**config.mk**
```make
export PLATFORM = sky130hd
export DESIGN_NAME = adcc_ctrl
export DESIGN_NICKNAME = d
export VERILOG_FILES = /design/src/core/adcc_pkg.sv /design/src/core/adcc_ctrl.sv
export SDC_FILE = /design/constraint.sdc
export NUM_CORES = 1
export LEC_CHECK = 0
export BUFFER_PORTS_ARGS = -buffer_cell sky130_fd_sc_hd__buf_2
export CAP_MARGIN = 15
export CORE_ASPECT_RATIO = 1.2
export CORE_MARGIN = 5
export CORE_UTILIZATION = 40
export CTS_CLUSTER_SIZE = 25
export DETAILED_ROUTE_END_ITERATION = 8
export GPL_TIMING_DRIVEN = 1
export PLACE_DENSITY = 0.63
export SYNTH_ARGS = -nofsm -noshare
export SYNTH_HDL_FRONTEND = slang
export SYNTH_SLANG_ARGS = --single-unit
```
**constraint.sdc**
```tcl
create_clock -name sys_clk_i -period 5.35 [get_ports sys_clk_i]
set_clock_uncertainty 0.2 [all_clocks]
set_input_delay 1.07 -clock sys_clk_i [delete_from_list [all_inputs] [get_ports sys_clk_i]]
set_output_delay 1.07 -clock sys_clk_i [all_outputs]
set_load 0.005 [all_outputs]
```
**src/core/adcc_pkg.sv**
```systemverilog
// adcc_pkg: register map, field layout, timing counts and carrier types of the converter control
package adcc_pkg;

	// ----------------------------------------------------------------------
	// register indices (byte address is four times the index)
	// ----------------------------------------------------------------------
	localparam logic [6:0] ADCC_IDX_RES_LOW  = 7'h78;	// result_low_byte
	localparam logic [6:0] ADCC_IDX_RES_HIGH = 7'h79;	// result_high_byte
	localparam logic [6:0] ADCC_IDX_CTRL     = 7'h7A;	// converter_control_status
	localparam logic [6:0] ADCC_IDX_TRIG     = 7'h7B;	// trigger source register
	localparam logic [6:0] ADCC_IDX_MUX      = 7'h7C;	// input_mux_select

	// ----------------------------------------------------------------------
	// field positions
	// ----------------------------------------------------------------------
	localparam int ADCC_MUX_REF_HI  = 7;	// reference_select [7:6]
	localparam int ADCC_MUX_REF_LO  = 6;
	localparam int ADCC_MUX_LAR     = 5;	// left_adjust_result
	localparam int ADCC_MUX_CH_HI   = 3;	// input_channel_select [3:0]
	localparam int ADCC_CTRL_EN     = 7;	// converter_enable
	localparam int ADCC_CTRL_START  = 6;	// conversion_start
	localparam int ADCC_CTRL_ATE    = 5;	// auto_trigger_enable
	localparam int ADCC_CTRL_FLAG   = 4;	// conversion_done_flag
	localparam int ADCC_CTRL_IE     = 3;	// done_irq_enable
	localparam int ADCC_CTRL_DIV_HI = 2;	// clock_divider_select [2:0]
	localparam int ADCC_TRIG_TS_HI  = 2;	// trigger_source_select [2:0]

	// ----------------------------------------------------------------------
	// reset values and encodings
	// ----------------------------------------------------------------------
	localparam logic [7:0] ADCC_RST_BYTE  = 8'h00;
	localparam logic [9:0] ADCC_RST_RES   = 10'h000;
	localparam logic [3:0] ADCC_CH_TEMP   = 4'h8;	// temperature_channel
	localparam logic [3:0] ADCC_CH_BGAP   = 4'hE;	// bandgap
	localparam logic [3:0] ADCC_CH_GND    = 4'hF;	// ground
	localparam logic [1:0] ADCC_REF_EXT   = 2'h0;	// external_reference_pin
	localparam logic [1:0] ADCC_REF_AVCC  = 2'h1;
	localparam logic [1:0] ADCC_REF_INT   = 2'h3;
	localparam logic [2:0] ADCC_TS_FREE   = 3'h0;	// free-running
	localparam logic [6:0] ADCC_PRE_RST   = 7'h00;

	// ----------------------------------------------------------------------
	// conversion lengths in converter clock cycles
	// ----------------------------------------------------------------------
	localparam logic [4:0] ADCC_FIRST_CYC  = 5'd25;
	localparam logic [4:0] ADCC_NORMAL_CYC = 5'd13;

	// ----------------------------------------------------------------------
	// types
	// ----------------------------------------------------------------------
	typedef enum logic {ADCC_IDLE, ADCC_CONV} adcc_state_t;

	// control bundle toward the analog core
	typedef struct packed {
		logic       power_on;	// converter powered
		logic       sensor_on;	// temperature sensor powered
		logic       start;	// one-cycle pulse: sample and begin
		logic       adc_tick;	// one-cycle converter clock enable
		logic [1:0] ref_sel;	// applied reference_select
		logic [3:0] channel;	// applied input_channel_select
	} adcc_core_ctl_t;

endpackage : adcc_pkg

```
**src/core/adcc_ctrl.sv**
```systemverilog
// adcc_ctrl: register bank, prescaler and conversion sequencer of the 10-bit converter
//
// Added by the designer: the Avalon-MM interface to the registers.
`timescale 1ns/100ps

// Overview of operation
// RQ1 - channel code 1000 routes and powers temperature sensor
// RQ2 - software uses internal reference, single conversions
// RQ3 - bits 7:6 select reference source
// RQ4 - reference change deferred until conversion completes
// RQ5 - bit 5 left-adjusts result, applied immediately
// RQ6 - mux register bit 4 reads zero
// RQ7 - bits 3:0 select channel, change deferred
// RQ8 - enable powers converter; clearing aborts conversion
// RQ9 - start bit starts conversion; free-running restarts
// RQ10 - first conversion 25 cycles, later 13
// RQ11 - start reads one while busy; zero ignored
// RQ12 - auto-trigger starts on selected source rising edge
// RQ13 - done flag set when result updated
// RQ14 - flag cleared by vector or writing one
// RQ15 - interrupt while flag, enable, global enable
// RQ16 - divider codes give divide by 2..128
// RQ17 - right adjust layout of result bytes
// RQ18 - left adjust layout of result bytes
// RQ19 - low byte read locks result until high read
// RQ20 - trigger code zero is free-running, no trigger
// RQ21 - divider and starts only while enabled
module adcc_ctrl
	import adcc_pkg::*;
(
	input  wire logic            sys_clk_i,		// 250 MHz system clock
	input  wire logic            srst_i,		// synchronous reset, active high
	input  wire logic [8:0]      avs_address_i,	// byte address
	input  wire logic            avs_read_i,
	input  wire logic            avs_write_i,
	input  wire logic [31:0]     avs_writedata_i,
	input  wire logic [3:0]      avs_byteenable_i,
	output logic      [31:0]     avs_readdata_o,
	output logic                 avs_waitrequest_o,
	input  wire logic [9:0]      conversion_result_i,	// from analog core, valid at done
	input  wire logic [7:0]      trigger_sources_i,	// trigger flags, bit 0 unused
	input  wire logic            global_irq_enable_i,
	input  wire logic            irq_vector_ack_i,	// vector executed, one pulse
	output adcc_core_ctl_t       core_ctl_o,
	output logic                 irq_req_o
);

	// ----------------------------------------------------------------------
	// state
	// ----------------------------------------------------------------------
	logic             wait_ff;	// waitrequest flop
	logic [31:0]      rdata_ff;	// read data flop
	logic [1:0]       ref_ff;	// written reference_select
	logic             lar_ff;	// left_adjust_result
	logic [3:0]       ch_ff;	// written input_channel_select
	logic [1:0]       ref_app_ff;	// reference in use by the core
	logic [3:0]       ch_app_ff;	// channel in use by the core
	logic             en_ff;	// converter_enable
	logic             busy_ff;	// conversion_start as read
	logic             ate_ff;	// auto_trigger_enable
	logic             flag_ff;	// conversion_done_flag
	logic             ie_ff;	// done_irq_enable
	logic [2:0]       div_ff;	// clock_divider_select
	logic [2:0]       ts_ff;	// trigger_source_select
	logic [9:0]       data_ff;	// latched conversion_result
	logic             lock_ff;	// result update blocked
	logic             first_ff;	// next conversion initialises
	logic             trig_prev_ff;	// trigger level last cycle
	logic [6:0]       pre_ff;	// prescaler count
	logic [4:0]       cnt_ff;	// converter cycles in this conversion
	logic [4:0]       len_ff;	// length of this conversion
	adcc_state_t      state_ff;
	adcc_core_ctl_t   core_ff;
	logic             irq_ff;

	// ----------------------------------------------------------------------
	// helpers
	// ----------------------------------------------------------------------
	// divide mask: tick when the masked prescaler bits are all one
	function automatic logic [6:0] div_mask(input logic [2:0] sel);
		logic [6:0] m;
		m = 7'h01;
		case (sel)
			3'd0, 3'd1: m = 7'h01;	// divide by 2
			3'd2:       m = 7'h03;
			3'd3:       m = 7'h07;
			3'd4:       m = 7'h0F;
			3'd5:       m = 7'h1F;
			3'd6:       m = 7'h3F;
			3'd7:       m = 7'h7F;	// divide by 128
			default:    m = 7'h01;
		endcase
		return m;
	endfunction : div_mask

	// word-aligned register hit on lane 0
	function automatic logic reg_hit(input logic [8:0] a, input logic [6:0] idx);
		return (a[8:2] == idx) && (a[1:0] == 2'b00);
	endfunction : reg_hit

	// ----------------------------------------------------------------------
	// bus decode
	// ----------------------------------------------------------------------
	logic       acc;		// request taken at this edge
	logic       wr_acc;		// lane-0 write taken
	logic [7:0] wd;			// write byte
	logic       wr_ctrl;
	logic       wr_mux;
	logic       wr_trig;
	logic       rd_low;
	logic       rd_high;
	logic       rd_mux;		// mux register read answered

	assign acc     = (avs_read_i | avs_write_i) & ~wait_ff;
	assign rd_mux  = acc & avs_read_i & reg_hit(avs_address_i, ADCC_IDX_MUX);
	assign wr_acc  = acc & avs_write_i & avs_byteenable_i[0];
	assign wd      = avs_writedata_i[7:0];
	assign wr_ctrl = wr_acc & reg_hit(avs_address_i, ADCC_IDX_CTRL);
	assign wr_mux  = wr_acc & reg_hit(avs_address_i, ADCC_IDX_MUX);
	assign wr_trig = wr_acc & reg_hit(avs_address_i, ADCC_IDX_TRIG);
	assign rd_low  = acc & avs_read_i & reg_hit(avs_address_i, ADCC_IDX_RES_LOW);
	assign rd_high = acc & avs_read_i & reg_hit(avs_address_i, ADCC_IDX_RES_HIGH);

	// ----------------------------------------------------------------------
	// sequencer decode
	// ----------------------------------------------------------------------
	logic       nxt_en;		// enable after this edge
	logic       adc_tick;		// converter clock enable
	logic       done;		// conversion completes at this edge
	logic       trig_lvl;		// selected trigger level
	logic       go;			// conversion begins at this edge
	logic [7:0] low_rd;
	logic [7:0] high_rd;
	logic [7:0] ctrl_rd;
	logic [7:0] mux_rd;

	assign nxt_en   = wr_ctrl ? wd[ADCC_CTRL_EN] : en_ff;
	// prescaler only runs while enabled
	assign adc_tick = en_ff && ((pre_ff & div_mask(div_ff)) == div_mask(div_ff));	// RQ16 RQ21
	assign done     = (state_ff == ADCC_CONV) && adc_tick && (cnt_ff == len_ff - 5'd1);	// RQ10
	// free-running has no trigger level of its own, so switching to it fires nothing
	assign trig_lvl = (ts_ff != ADCC_TS_FREE) && trigger_sources_i[ts_ff];	// RQ20

	// starts need the converter on; a busy converter ignores further starts
	always_comb
	begin
		go = 1'b0;
		if (nxt_en && ((state_ff == ADCC_IDLE) || done))	// RQ21
		begin
			if (wr_ctrl && wd[ADCC_CTRL_START])
				go = 1'b1;	// RQ9
			else if (ate_ff && trig_lvl && !trig_prev_ff)
				go = 1'b1;	// RQ12
			else if (done && ate_ff && (ts_ff == ADCC_TS_FREE))
				go = 1'b1;	// RQ9 RQ20
		end
	end

	// presentation follows the adjust bit at once, even mid-conversion
	assign low_rd  = lar_ff ? {data_ff[1:0], 6'h00} : data_ff[7:0];	// RQ5 RQ17 RQ18
	assign high_rd = lar_ff ? data_ff[9:2] : {6'h00, data_ff[9:8]};	// RQ5 RQ17 RQ18
	assign ctrl_rd = {en_ff, busy_ff, ate_ff, flag_ff, ie_ff, div_ff};	// RQ11
	assign mux_rd  = {ref_ff, lar_ff, 1'b0, ch_ff};	// RQ6

	// ----------------------------------------------------------------------
	// Avalon slave: one wait state, then the answer
	// ----------------------------------------------------------------------
	always_ff @(posedge sys_clk_i)
	begin
		if (srst_i)
			wait_ff <= 1'b1;
		else if ((avs_read_i | avs_write_i) && wait_ff)
			wait_ff <= 1'b0;	// answer next edge
		else
			wait_ff <= 1'b1;
	end

	// read data prepared during the wait state; unmapped reads return zero
	always_ff @(posedge sys_clk_i)
	begin
		if (srst_i)
			rdata_ff <= 32'h0000_0000;
		else if (avs_read_i && wait_ff)
		begin
			if (reg_hit(avs_address_i, ADCC_IDX_RES_LOW))
				rdata_ff <= {24'h00_0000, low_rd};
			else if (reg_hit(avs_address_i, ADCC_IDX_RES_HIGH))
				rdata_ff <= {24'h00_0000, high_rd};
			else if (reg_hit(avs_address_i, ADCC_IDX_CTRL))
				rdata_ff <= {24'h00_0000, ctrl_rd};
			else if (reg_hit(avs_address_i, ADCC_IDX_TRIG))
				rdata_ff <= {29'h0000_0000, ts_ff};
			else if (reg_hit(avs_address_i, ADCC_IDX_MUX))
				rdata_ff <= {24'h00_0000, mux_rd};
			else
				rdata_ff <= 32'h0000_0000;
		end
	end

	// ----------------------------------------------------------------------
	// software registers
	// ----------------------------------------------------------------------
	always_ff @(posedge sys_clk_i)
	begin
		if (srst_i)
		begin
			ref_ff <= ADCC_RST_BYTE[7:6];
			lar_ff <= 1'b0;
			ch_ff  <= ADCC_RST_BYTE[3:0];
		end
		else if (wr_mux)
		begin
			ref_ff <= wd[ADCC_MUX_REF_HI:ADCC_MUX_REF_LO];	// RQ3
			lar_ff <= wd[ADCC_MUX_LAR];	// RQ5
			ch_ff  <= wd[ADCC_MUX_CH_HI:0];	// RQ7
		end
	end

	always_ff @(posedge sys_clk_i)
	begin
		if (srst_i)
		begin
			en_ff  <= 1'b0;
			ate_ff <= 1'b0;
			ie_ff  <= 1'b0;
			div_ff <= ADCC_RST_BYTE[2:0];
		end
		else if (wr_ctrl)
		begin
			en_ff  <= wd[ADCC_CTRL_EN];	// RQ8
			ate_ff <= wd[ADCC_CTRL_ATE];
			ie_ff  <= wd[ADCC_CTRL_IE];
			div_ff <= wd[ADCC_CTRL_DIV_HI:0];
		end
	end

	always_ff @(posedge sys_clk_i)
	begin
		if (srst_i)
			ts_ff <= ADCC_TS_FREE;
		else if (wr_trig)
			ts_ff <= wd[ADCC_TRIG_TS_HI:0];
	end

	// ----------------------------------------------------------------------
	// prescaler: held at zero while off so the first tick is a full period
	// ----------------------------------------------------------------------
	always_ff @(posedge sys_clk_i)
	begin
		if (srst_i || !en_ff)
			pre_ff <= ADCC_PRE_RST;	// RQ21
		else
			pre_ff <= pre_ff + 7'd1;	// RQ16
	end

	// ----------------------------------------------------------------------
	// conversion sequencer
	// ----------------------------------------------------------------------
	always_ff @(posedge sys_clk_i)
	begin
		if (srst_i)
		begin
			state_ff <= ADCC_IDLE;
			busy_ff  <= 1'b0;
			cnt_ff   <= 5'd0;
			len_ff   <= ADCC_NORMAL_CYC;
		end
		else if (!nxt_en)
		begin
			// switching off aborts whatever runs
			state_ff <= ADCC_IDLE;	// RQ8
			busy_ff  <= 1'b0;
			cnt_ff   <= 5'd0;
		end
		else if (go)
		begin
			state_ff <= ADCC_CONV;
			busy_ff  <= 1'b1;	// RQ11
			cnt_ff   <= 5'd0;
			// first start after enable, or together with it, initialises
			len_ff   <= (first_ff || !en_ff) ? ADCC_FIRST_CYC : ADCC_NORMAL_CYC;	// RQ10
		end
		else if (done)
		begin
			state_ff <= ADCC_IDLE;
			busy_ff  <= 1'b0;	// RQ11
		end
		else
		begin
			case (state_ff)
				ADCC_CONV:
				begin
					if (adc_tick)
						cnt_ff <= cnt_ff + 5'd1;
				end
				default:
					cnt_ff <= 5'd0;
			endcase
		end
	end

	// armed while the converter is off, used up by the first start
	always_ff @(posedge sys_clk_i)
	begin
		if (srst_i)
			first_ff <= 1'b1;
		else if (!nxt_en)
			first_ff <= 1'b1;
		else if (go)
			first_ff <= 1'b0;
	end

	always_ff @(posedge sys_clk_i)
	begin
		if (srst_i)
			trig_prev_ff <= 1'b0;
		else
			trig_prev_ff <= trig_lvl;
	end

	// ----------------------------------------------------------------------
	// result latch and read lock
	// ----------------------------------------------------------------------
	// a result arriving while locked is lost, keeping the pair consistent
	always_ff @(posedge sys_clk_i)
	begin
		if (srst_i)
			data_ff <= ADCC_RST_RES;
		else if (done && !lock_ff && !rd_low)
			data_ff <= conversion_result_i;	// RQ19
	end

	always_ff @(posedge sys_clk_i)
	begin
		if (srst_i)
			lock_ff <= 1'b0;
		else if (rd_low)
			lock_ff <= 1'b1;	// RQ19
		else if (rd_high)
			lock_ff <= 1'b0;	// RQ19
	end

	// flag: completion wins over a clear in the same cycle
	always_ff @(posedge sys_clk_i)
	begin
		if (srst_i)
			flag_ff <= 1'b0;
		else
			flag_ff <= done | (flag_ff & ~((wr_ctrl & wd[ADCC_CTRL_FLAG]) | irq_vector_ack_i));	// RQ13 RQ14
	end

	always_ff @(posedge sys_clk_i)
	begin
		if (srst_i)
			irq_ff <= 1'b0;
		else
			irq_ff <= flag_ff & ie_ff & global_irq_enable_i;	// RQ15
	end

	// ----------------------------------------------------------------------
	// core control: selections move only between conversions
	// ----------------------------------------------------------------------
	always_ff @(posedge sys_clk_i)
	begin
		if (srst_i)
		begin
			ref_app_ff <= ADCC_RST_BYTE[7:6];
			ch_app_ff  <= ADCC_RST_BYTE[3:0];
		end
		else if ((state_ff == ADCC_IDLE) || done)
		begin
			ref_app_ff <= ref_ff;	// RQ4
			ch_app_ff  <= ch_ff;	// RQ7
		end
	end

	always_ff @(posedge sys_clk_i)
	begin
		if (srst_i)
			core_ff <= '0;
		else
		begin
			core_ff.power_on  <= en_ff;	// RQ8
			// the sensor follows the channel code alone, powered or not
			core_ff.sensor_on <= (ch_app_ff == ADCC_CH_TEMP);	// RQ1
			core_ff.start     <= go;
			core_ff.adc_tick  <= adc_tick;
			core_ff.ref_sel   <= ref_app_ff;	// RQ3
			core_ff.channel   <= ch_app_ff;	// RQ7
		end
	end

	assign avs_readdata_o    = rdata_ff;
	assign avs_waitrequest_o = wait_ff;
	assign core_ctl_o        = core_ff;
	assign irq_req_o         = irq_ff;

	// cycles since the last start; lets a cover see long conversions without a wide delay range
	logic [11:0] conv_age_ff;
	always_ff @(posedge sys_clk_i)
	begin
		if (srst_i || go)
			conv_age_ff <= 12'h000;
		else if (conv_age_ff != 12'hFFF)
			conv_age_ff <= conv_age_ff + 12'h001;
	end
endmodule : adcc_ctrl

```
Word level (Yosys, flattened, before mapping)
Memories as Yosys holds them, arrays and structs flattened. A register that Yosys moved wholly into a read port is not among the register bits.
Cells that the tools add are included.
Widths: inputs -> output; s select.
{"block": "totals", "register_bits": 98, "rom_bits": 96, "input_bits": 69, "out_inout_bits": 44, "wordCells": 126, "n_memories": 2}
{"memory": "(name not given)", "depth": 8, "word_bits": 6, "read_ports": 1, "rd_clocked_by_memory_dff": 1, "write_ports": 0, "line_no": "adcc_ctrl.sv:83", "rtl": "case (sel)"}
{"memory": "(name not given)", "depth": 8, "word_bits": 6, "read_ports": 1, "rd_clocked_by_memory_dff": 1, "write_ports": 0, "line_no": "adcc_ctrl.sv:83"}
{"block": "classes", "add_sub_neg": 3, "magnitude_cmp": 1, "eq_ne": 9, "muxes": 26, "n_bitwise": 22, "n_reduce_logical": 35}
{"operator": "$mux 8", "count": 7}
{"operator": "$eq 7x7->1 const B", "count": 5}
{"operator": "$logic_and 1x1->1", "count": 19}
{"operator": "$mux 5", "count": 3}
{"operator": "$and 1x1->1", "count": 13}
{"operator": "$mux 3", "count": 4}
{"operator": "$mux 1", "count": 11}
{"operator": "$add 7x1->7 const B", "count": 1}
{"operator": "$and 7x7->7", "count": 1}
{"operator": "$eq 7x7->1", "count": 1}
{"operator": "$add 5x1->5 const B", "count": 1}
{"operator": "$eq 5x5->1", "count": 1}
{"operator": "$not 1->1", "count": 5}
{"operator": "$sub 5x1->5 const B", "count": 1}
{"operator": "$eq 4x4->1 const B", "count": 1}
{"operator": "$logic_not 1->1", "count": 4}
{"operator": "$lt 3x4->1 const B", "count": 1}
{"operator": "$reduce_and 2->1", "count": 2}
{"operator": "$reduce_bool 2->1", "count": 2}
{"operator": "$bmux 1 s3", "count": 1}
{"operator": "$logic_not 3->1", "count": 1}
{"operator": "$logic_or 1x1->1", "count": 3}
{"operator": "$or 1x1->1", "count": 3}
{"operator": "$reduce_bool 3->1", "count": 1}
{"operator": "4 further kinds", "count": 4}

Longest topological paths before layout
Gate-level depths: netlist of the first run.
{"block": "logic_depth", "depth_word": 12, "mapped_depth": 9}

Least setup slack after synthesis of the first run
Ideal clock, no wire load.
{"block": "synth_path", "path_type": "input -> register", "start": "input avs_address_i[3]", "end": "register len_ff[4]", "setup_ns": 0.115, "arrival_ns": 2.762, "t_required_ns": 5.035, "slack_ns": 2.273, "cell_stages": 7, "path_buffers": 1, "cell_sequence": "buf_2 nand2b_1 nor4_4 nand2_1 a31o_2 o41a_1 o21a_1"}
{"block": "synth_via", "elab_chain_len": 7}
{"element": "start: declaration", "line_no": "adcc_ctrl.sv:33", "rtl": "input wire logic [8:0] avs_address_i,"}
{"element": "$eq 7x7->1 (*)", "line_no": "adcc_ctrl.sv:98", "rtl": "return (a[8:2] == idx) && (a[1:0] == 2'b00);"}
{"element": "$logic_and 1x1->1 (*)", "line_no": "adcc_ctrl.sv:98"}
{"element": "$and 1x1->1 (*)", "line_no": "adcc_ctrl.sv:118", "rtl": "assign wr_ctrl = wr_acc & reg_hit(avs_address_i, ADCC_IDX_CTRL);"}
{"element": "$logic_and 1x1->1 / $mux 1 (equally long branches)"}
{"element": "$mux 1 / $logic_and 1x1->1 (equally long branches)", "line_no": "adcc_ctrl.sv:150, adcc_ctrl.sv:148"}
{"element": "$mux 1", "line_no": "adcc_ctrl.sv:148", "rtl": "if (nxt_en && ((state_ff == ADCC_IDLE) || done))"}
{"element": "$reduce_and 2->1 (no line) (*)"}
{"element": "end signal: assignment", "line_no": "adcc_ctrl.sv:281", "rtl": "len_ff <= (first_ff || !en_ff) ? ADCC_FIRST_CYC : ADCC_NORMAL_CYC;"}
{"element": "end: declaration", "line_no": "adcc_ctrl.sv:71", "rtl": "logic [4:0] len_ff;"}
Every way passes the cells marked *; elsewhere a longest branch is shown, timed or not.
A chain may end at the register's enable or synchronous reset.

Worst setup path in the final report of the first run
{"block": "layout_path", "start": "input avs_address_i[2]", "end": "register len_ff[4]"}
Same word-level chain as after synthesis.

==> results.txt, run 1 <==
----------------------------------------------------
[Timing]
  Worst-case setup margin in the final layout ... 2170 ps
  Pins Over Slew Limit ... 0
  Hold slack ... 251 ps
  RSZ-0062 raised after global routing ... no
  Final-report hold violation count ... 0
  Min Tclk post-route ... 3180 ps
  Total negative setup slack ... 0 ps
  Share of the cycle needed by the critical path after routing ... 0.594
  Relative slew slack ... 0.348
  Fmax ... 315 MHz
  Final setup violation count ... 0
  Slew of the pin with the lowest slew margin ... 969 ps

[Clock network]
  H-Tree Level Count ... 3
  Post-cts hold buffer count ... 0
  Clock Latency Late Sink ... 350 ps
  Buffer count from post-CTS setup fixing ... 0
  Clk sink count ... 77
  Root buffer cell ... clkbuf_8
  Number of buffers inserted during clock tree synthesis ... 9
  Clock tree from TritonCTS ... built
  Post-CTS resize count ... 0
  Number of buffers on the longest clock path ... 2
  CTS clk-pin slew, worst paths ... 80 ps

[Placement]
  Post-placement worst setup slack ... 1790 ps
  Number of placed instances with taps included ... 541
  Final estimated routing congestion in global placement ... 0.821
  Count of input and output buffers ... 60
  Detailed-placement wirelength estimate ... 6280 µm
  Area post-placement ... 0.00377 mm²

[Global routing]
  Initial antenna violation count ... 0
  First-pass GRT wire length ... 13300 µm
  Overall global routing resource usage ... 0.161
  Maximum number of pins on one net before global-route repair ... 49
  Leftover overflow at the end of global routing ... 0
  Via count of the first global-routing pass ... 2705

[Setup path]
  Master of the slowest instance on the critical path ... nor4_4
  Kind of cell with the highest combined delay on the critical path ... simple AND/OR/NAND/NOR gates
  Reg-to-Reg End ... data_ff[8]
  Cells along the critical path ... buf_2 -> or3_4 -> nor4_4 -> nand2_1 -> a31o_2 -> o41a_1 -> o21a_1
  Crit path launch ... avs_address_i[2]
  Classification of the worst setup path ... input port to flop
  Depth of the worst register-to-register path ... 6
  Critical register-to-register path startpoint ... en_ff
  Buffers and inverters on the worst path ... 1
  Slack of the worst reg-to-reg path ... 2390 ps
  Max stage delay on crit path ... 630 ps
  Critical path startpoint category ... input port
  Data arrival, critical path ... 3230 ps
  Max Fanout on Critical Path ... 10
  Required time of the critical path ... 5400 ps
  Crit path capture type ... flop

[Yosys]
  Combinational family with the most area after synthesis ... simple AND/OR/NAND/NOR gates
  Fraction of the mapped netlist area in simple logic gates ... 0.211
  Share of synthesized area spent on multiplexers ... 0.105
  Compound-cell area share of the yosys netlist ... 0.121
  Post-synthesis cell area ... 0.00349 mm²
  Synth Area in Adders ... 0.0108
  Area share of xor/xnor cells in the synthesized design ... 0.0226
  Ys async rst share ... 0
  Count of flip-flops with a built-in enable after synthesis ... 0
  Sequential fraction of the synthesis area ... 0.442
  Synthesized flop and latch total ... 77
  Unique masters post-synth ... 59
  Per-instance average area after synthesis ... 9.19 µm²
  Most frequently used flop master after synthesis ... dfxtp_1
  Number of warnings issued by yosys ... 0
  Cell count after synthesis ... 380

[Finish]
  Non-filler instance count after layout ... 557
  Highest-count cells in the layout ignoring fill and taps ... 77 x dfxtp_1, 60 x buf_2, 50 x nor2_1
  Most common library cell in the layout ignoring fill and taps ... dfxtp_1
  Area Overhead vs Synth ... 14.3%
  Final core utilization ... 0.466
  # diodes ... 0
  Final Cell Area ... 0.00399 mm²
  Final nets ... 507
  Proportion of layout cells with a drive suffix above 1 ... 0.205

[Power]
  Power per Cell Area ... 281 mW/mm²
  Worst-case vdd ir drop ... 0.151 mV
  Switching share of power ... 0.222
  Part of the power in registers ... 0.516
  Clk network pwr share ... 0.433
  Final Power ... 1.12 mW
  Cell-internal power ... 0.872 mW
  Leak ... 1.57 nW
  Switching power summed over all nets ... 0.249 mW
  Fraction of power consumed by combinational cells ... 0.051

[Worst hold path]
  Worst min-delay path endpoint ... first_ff
  Hold Startpoint ... first_ff
  Worst min-delay path class ... flop to flop
  Hold path depth ... 2

[Route]
  Final ANT Viol Nets ... 0
  Violation count after the first detailed-routing iteration ... 150
  Count of vias placed by the detailed router ... 2787
  Post-DR vias/cell ... 5.00
  Drt wl/cell ... 14.9 µm
  First-pass detailed-route iteration total ... 4
  Routed wire length ... 8300 µm
  Residual DRC count ... 0

[Floorplan]
  Full die area ... 0.0107 mm²
  Std-Cell Rows ... 37
  Initial core utilization ... 0.408
  # IOs ... 113
  Vert. Die Dim ... 112 µm
  Horizontal extent of the die ... 95.3 µm
  Placeable core region ... 0.00856 mm²

[Run status]
  Result of the run ... completed

[Job]
  Max-cap violations ... 0

----------------------------------------------------
==> cells in the mapped netlist, types with 7 or more instances <==
cell type	number	share of area
a21oi_1	19	0.027
nor2b_1	16	0.029
buf_4	25	0.054
xnor2_1	7	0.018
clkbuf_1	9	0.0097
nand3_1	7	0.010
o21ai_0	10	0.014
mux2i_1	32	0.092
nand2_1	30	0.032
dfxtp_1	77	0.44
nor2_1	50	0.054
inv_1	10	0.011
==> worst max path at each step <==
stage / slack [ps] / endpoint / cells after the start
floorplan: 2270 / len_ff[4] / 7
global placement: 1810 / len_ff[4] / 7
detailed placement: 1790 / len_ff[4] / 7
CTS: 2160 / len_ff[4] / 7
global route: 2010 / len_ff[4] / 7
finish: 2170 / len_ff[4] / 7
==> state kept, by name, summed over array words and instances (netlist names), 2 cells and up, named ones only <==
signal	cells
pre_ff	7
avs_readdata_o	8
cnt_ff	5
ch_app_ff	4
ref_ff	2
ch_ff	4
data_ff	10
ref_app_ff	2
div_ff	3
ts_ff	3
len_ff	2
core_ctl_o	10
==> worst register-to-register path, stage by stage (launching register included) <==
cell and delay (ps):
dfxtp_1 400, nand2_1 80, or4_4 560, or2_1 340, a2111oi_4 920, mux2i_1 280
nor2_1 50
==> layer usage <==
layer	GRT usage	share of wire
met2	0.253	0.48
met1	0.204	0.43
met3	0.0409	0.065
met5	0	0
met4	0.0770	0.019
==> layout make-up <==
type                       count  area [µm²]
clock buffer                  10         138
multi-input combinational    275        1730
timing repair buffer          60         300
inverter                      12        45.0
tap                          117         146
fill                         850        4570
clock inverter                 6        86.3
sequential                    77        1540
==> power by group through the flow <==
stage / Clock, mW / Sequential, mW / Combinational, mW
floorplan: 0 / 0.592 / 0.0414
global placement: 0 / 0.592 / 0.0564
detailed placement: 0 / 0.592 / 0.0567
CTS: 0.497 / 0.579 / 0.0570
global route: 0.520 / 0.579 / 0.0642
finish: 0.486 / 0.579 / 0.0570
==> kinds of logic after synthesis <==
logic type | count (synthesis)
and+or+nand+nor | 143
other | 1
AOI/OAI and AO/OA | 61
muxes | 35
DFF | 77
buffers and inverters | 51
adders and majority gates | 3
xor gates and xnor gates | 9
Note: power is estimated with default switching activity, not from simulation.
==> run 2: changes to the inputs <==
Settings changed: PLACE_DENSITY 0.63 to 0.66.
Clock period 5.35 ns to 2.9 ns, I/O delays scaled along.
==> run 2 against run 1 <==
Compared with the run above: die area stayed put; utilization rose by 0.76 points; final cell count is 1.6% higher; routed wire length grew 0.87%; clock power grew 83%; critical path depth down 1; sequential share of layout area shrank 0.62 points; global-route usage decreased by 0.080 points; hold slack improved by 1.3 ps; cell area is 1.6% higher; non-clock buffer count up 10; setup slack got worse by 1900 ps; highest routed layer unchanged.
==> results.txt, run 2 (synthesis results as in run 1) <==
----------------------------------------------------
[Route]
  Final ANT Viol Nets ... 0
  Post-DR vias/cell ... 4.98
  Residual DRC count ... 0
  First-pass detailed-route iteration total ... 7
  Drt wl/cell ... 14.8 µm
  Routed wire length ... 8370 µm
  Count of vias placed by the detailed router ... 2821
  Violation count after the first detailed-routing iteration ... 144

[Global routing]
  Via count of the first global-routing pass ... 2680
  Leftover overflow at the end of global routing ... 0
  First-pass GRT wire length ... 13100 µm
  Initial antenna violation count ... 0
  Overall global routing resource usage ... 0.160
  Maximum number of pins on one net before global-route repair ... 23

[Finish]
  Most common library cell in the layout ignoring fill and taps ... dfxtp_1
  Highest-count cells in the layout ignoring fill and taps ... 77 x dfxtp_1, 60 x buf_2, 50 x nor2_1
  Total area of multi-input combinational cells ... 0.00173 mm²
  Non-filler instance count after layout ... 566
  Sequential Area ... 0.00154 mm²
  Area Overhead vs Synth ... 16.2%
  Number of fill cells ... 833
  Final Cell Area ... 0.00406 mm²
  # diodes ... 0
  Final nets ... 517
  Proportion of layout cells with a drive suffix above 1 ... 0.218

[Placement]
  Number of placed instances with taps included ... 551
  Detailed-placement wirelength estimate ... 6400 µm
  Post-placement worst setup slack ... 255 ps
  Final estimated routing congestion in global placement ... 0.819
  Count of input and output buffers ... 60
  Area post-placement ... 0.00384 mm²

[Floorplan]
  Initial core utilization ... 0.408
  Placeable core region ... 0.00856 mm²
  # IOs ... 113
  Vert. Die Dim ... 112 µm
  Full die area ... 0.0107 mm²
  Std-Cell Rows ... 37
  Horizontal extent of the die ... 95.3 µm

[Setup path]
  Crit path capture type ... flop
  Max Fanout on Critical Path ... 7
  Reg-to-Reg End ... len_ff[4]
  Cells along the critical path ... mux2i_1 -> mux4_2 -> or3b_1 -> a31o_2 -> o41a_1 -> o21a_1
  Slack of the worst reg-to-reg path ... 310 ps
  Max stage delay on crit path ... 550 ps
  Critical path startpoint category ... flop
  Master of the slowest instance on the critical path ... dfxtp_1
  Buffers and inverters on the worst path ... 0
  Required time of the critical path ... 2960 ps
  Kind of cell with the highest combined delay on the critical path ... compound AO/OA/AOI/OAI gates
  Depth of the worst register-to-register path ... 6
  Critical register-to-register path startpoint ... ts_ff[1]
  Data arrival, critical path ... 2650 ps
  Classification of the worst setup path ... flop to flop

[Timing]
  Relative slew slack ... 0.654
  Total negative setup slack ... 0 ps
  RSZ-0062 raised after global routing ... no
  Final-report hold violation count ... 0
  Fmax ... 386 MHz
  Worst-case setup margin in the final layout ... 310 ps
  Final setup violation count ... 0
  Min Tclk post-route ... 2590 ps
  Pins Over Slew Limit ... 0
  Share of the cycle needed by the critical path after routing ... 0.893
  Slew of the pin with the lowest slew margin ... 516 ps

[Power]
  Final Power ... 2.06 mW
  Leak ... 1.62 nW
  Worst-case vdd ir drop ... 0.235 mV
  Power per Cell Area ... 509 mW/mm²

[Clock network]
  Clock Latency Late Sink ... 360 ps
  Number of buffers on the longest clock path ... 2
  Buffer count from post-CTS setup fixing ... 0
  CTS clk-pin slew, worst paths ... 80 ps
  H-Tree Level Count ... 3
  Root buffer cell ... clkbuf_8
  Clock tree from TritonCTS ... built
  Number of buffers inserted during clock tree synthesis ... 9
  Clk sink count ... 77
  Post-cts hold buffer count ... 0
  Post-CTS resize count ... 0

[Worst hold path]
  Worst min-delay path class ... input port to flop
  Hold path depth ... 2
  Hold Startpoint ... avs_read_i
  Worst min-delay path endpoint ... avs_waitrequest_o

[Run status]
  Result of the run ... completed

[Job]
  Max-cap violations ... 0

----------------------------------------------------
[run 2: cell count changes in the layout (fill, tap and decap cells not counted)]
cell / previous run / this run
buf_4: 0 / 10
clkbuf_1: 0 / 1
clkinv_2: 2 / 1
clkinv_4: 1 / 0
[run 2: worst max-delay path by stage]
stage                                     from          to  slack, ps  depth (start not counted)
after floorplan               avs_address_i[3]   len_ff[4]        310                          7
after global placement        avs_address_i[2]   len_ff[4]        280                          7
after detailed placement  trigger_sources_i[3]   len_ff[4]        250                          7
after CTS                                en_ff  data_ff[7]        310                          7
after global routing                     en_ff  data_ff[3]        180                          7
final                                 ts_ff[1]   len_ff[4]        310                          6
[run 2: cell type report]
type,count,share of cell area
repair buffers,70,0.0926
flip-flops and latches,77,0.380
multi-input cells,275,0.427
clock inverters,4,0.0179
inverters,12,0.0111
well taps,117,0.0361
clock buffers,11,0.0349
[run 2: power breakdown]
part / leakage (nW) / total, mW / switching (mW) / internal [mW]
logic: 0.892 / 0.107 / 0.0653 / 0.0422
clock network: 0.105 / 0.890 / 0.387 / 0.502
registers: 0.621 / 1.07 / 0.00455 / 1.06
total: 1.62 / 2.06 / 0.457 / 1.61
[run 2: layer usage]
layer	global-route usage	vias up	part of all wire
met3	0.0409	12	0.054
met5	0	-	0
met1	0.191	1327	0.43
met2	0.266	83	0.49
met4	0.0751	0	0.020
li1	-	1399	-
[run 2: through the flow]
| stage | utilization | hold WS (ps) |
|---|---|---|
| 2_1_floorplan | - | 213 |
| 3_3_place_gp | 0.449 | 231 |
| 3_5_place_dp | 0.449 | 241 |
| 4_1_cts | 0.473 | 247 |
| 5_1_grt | 0.473 | 255 |
| 6_report | 0.473 | 252 |
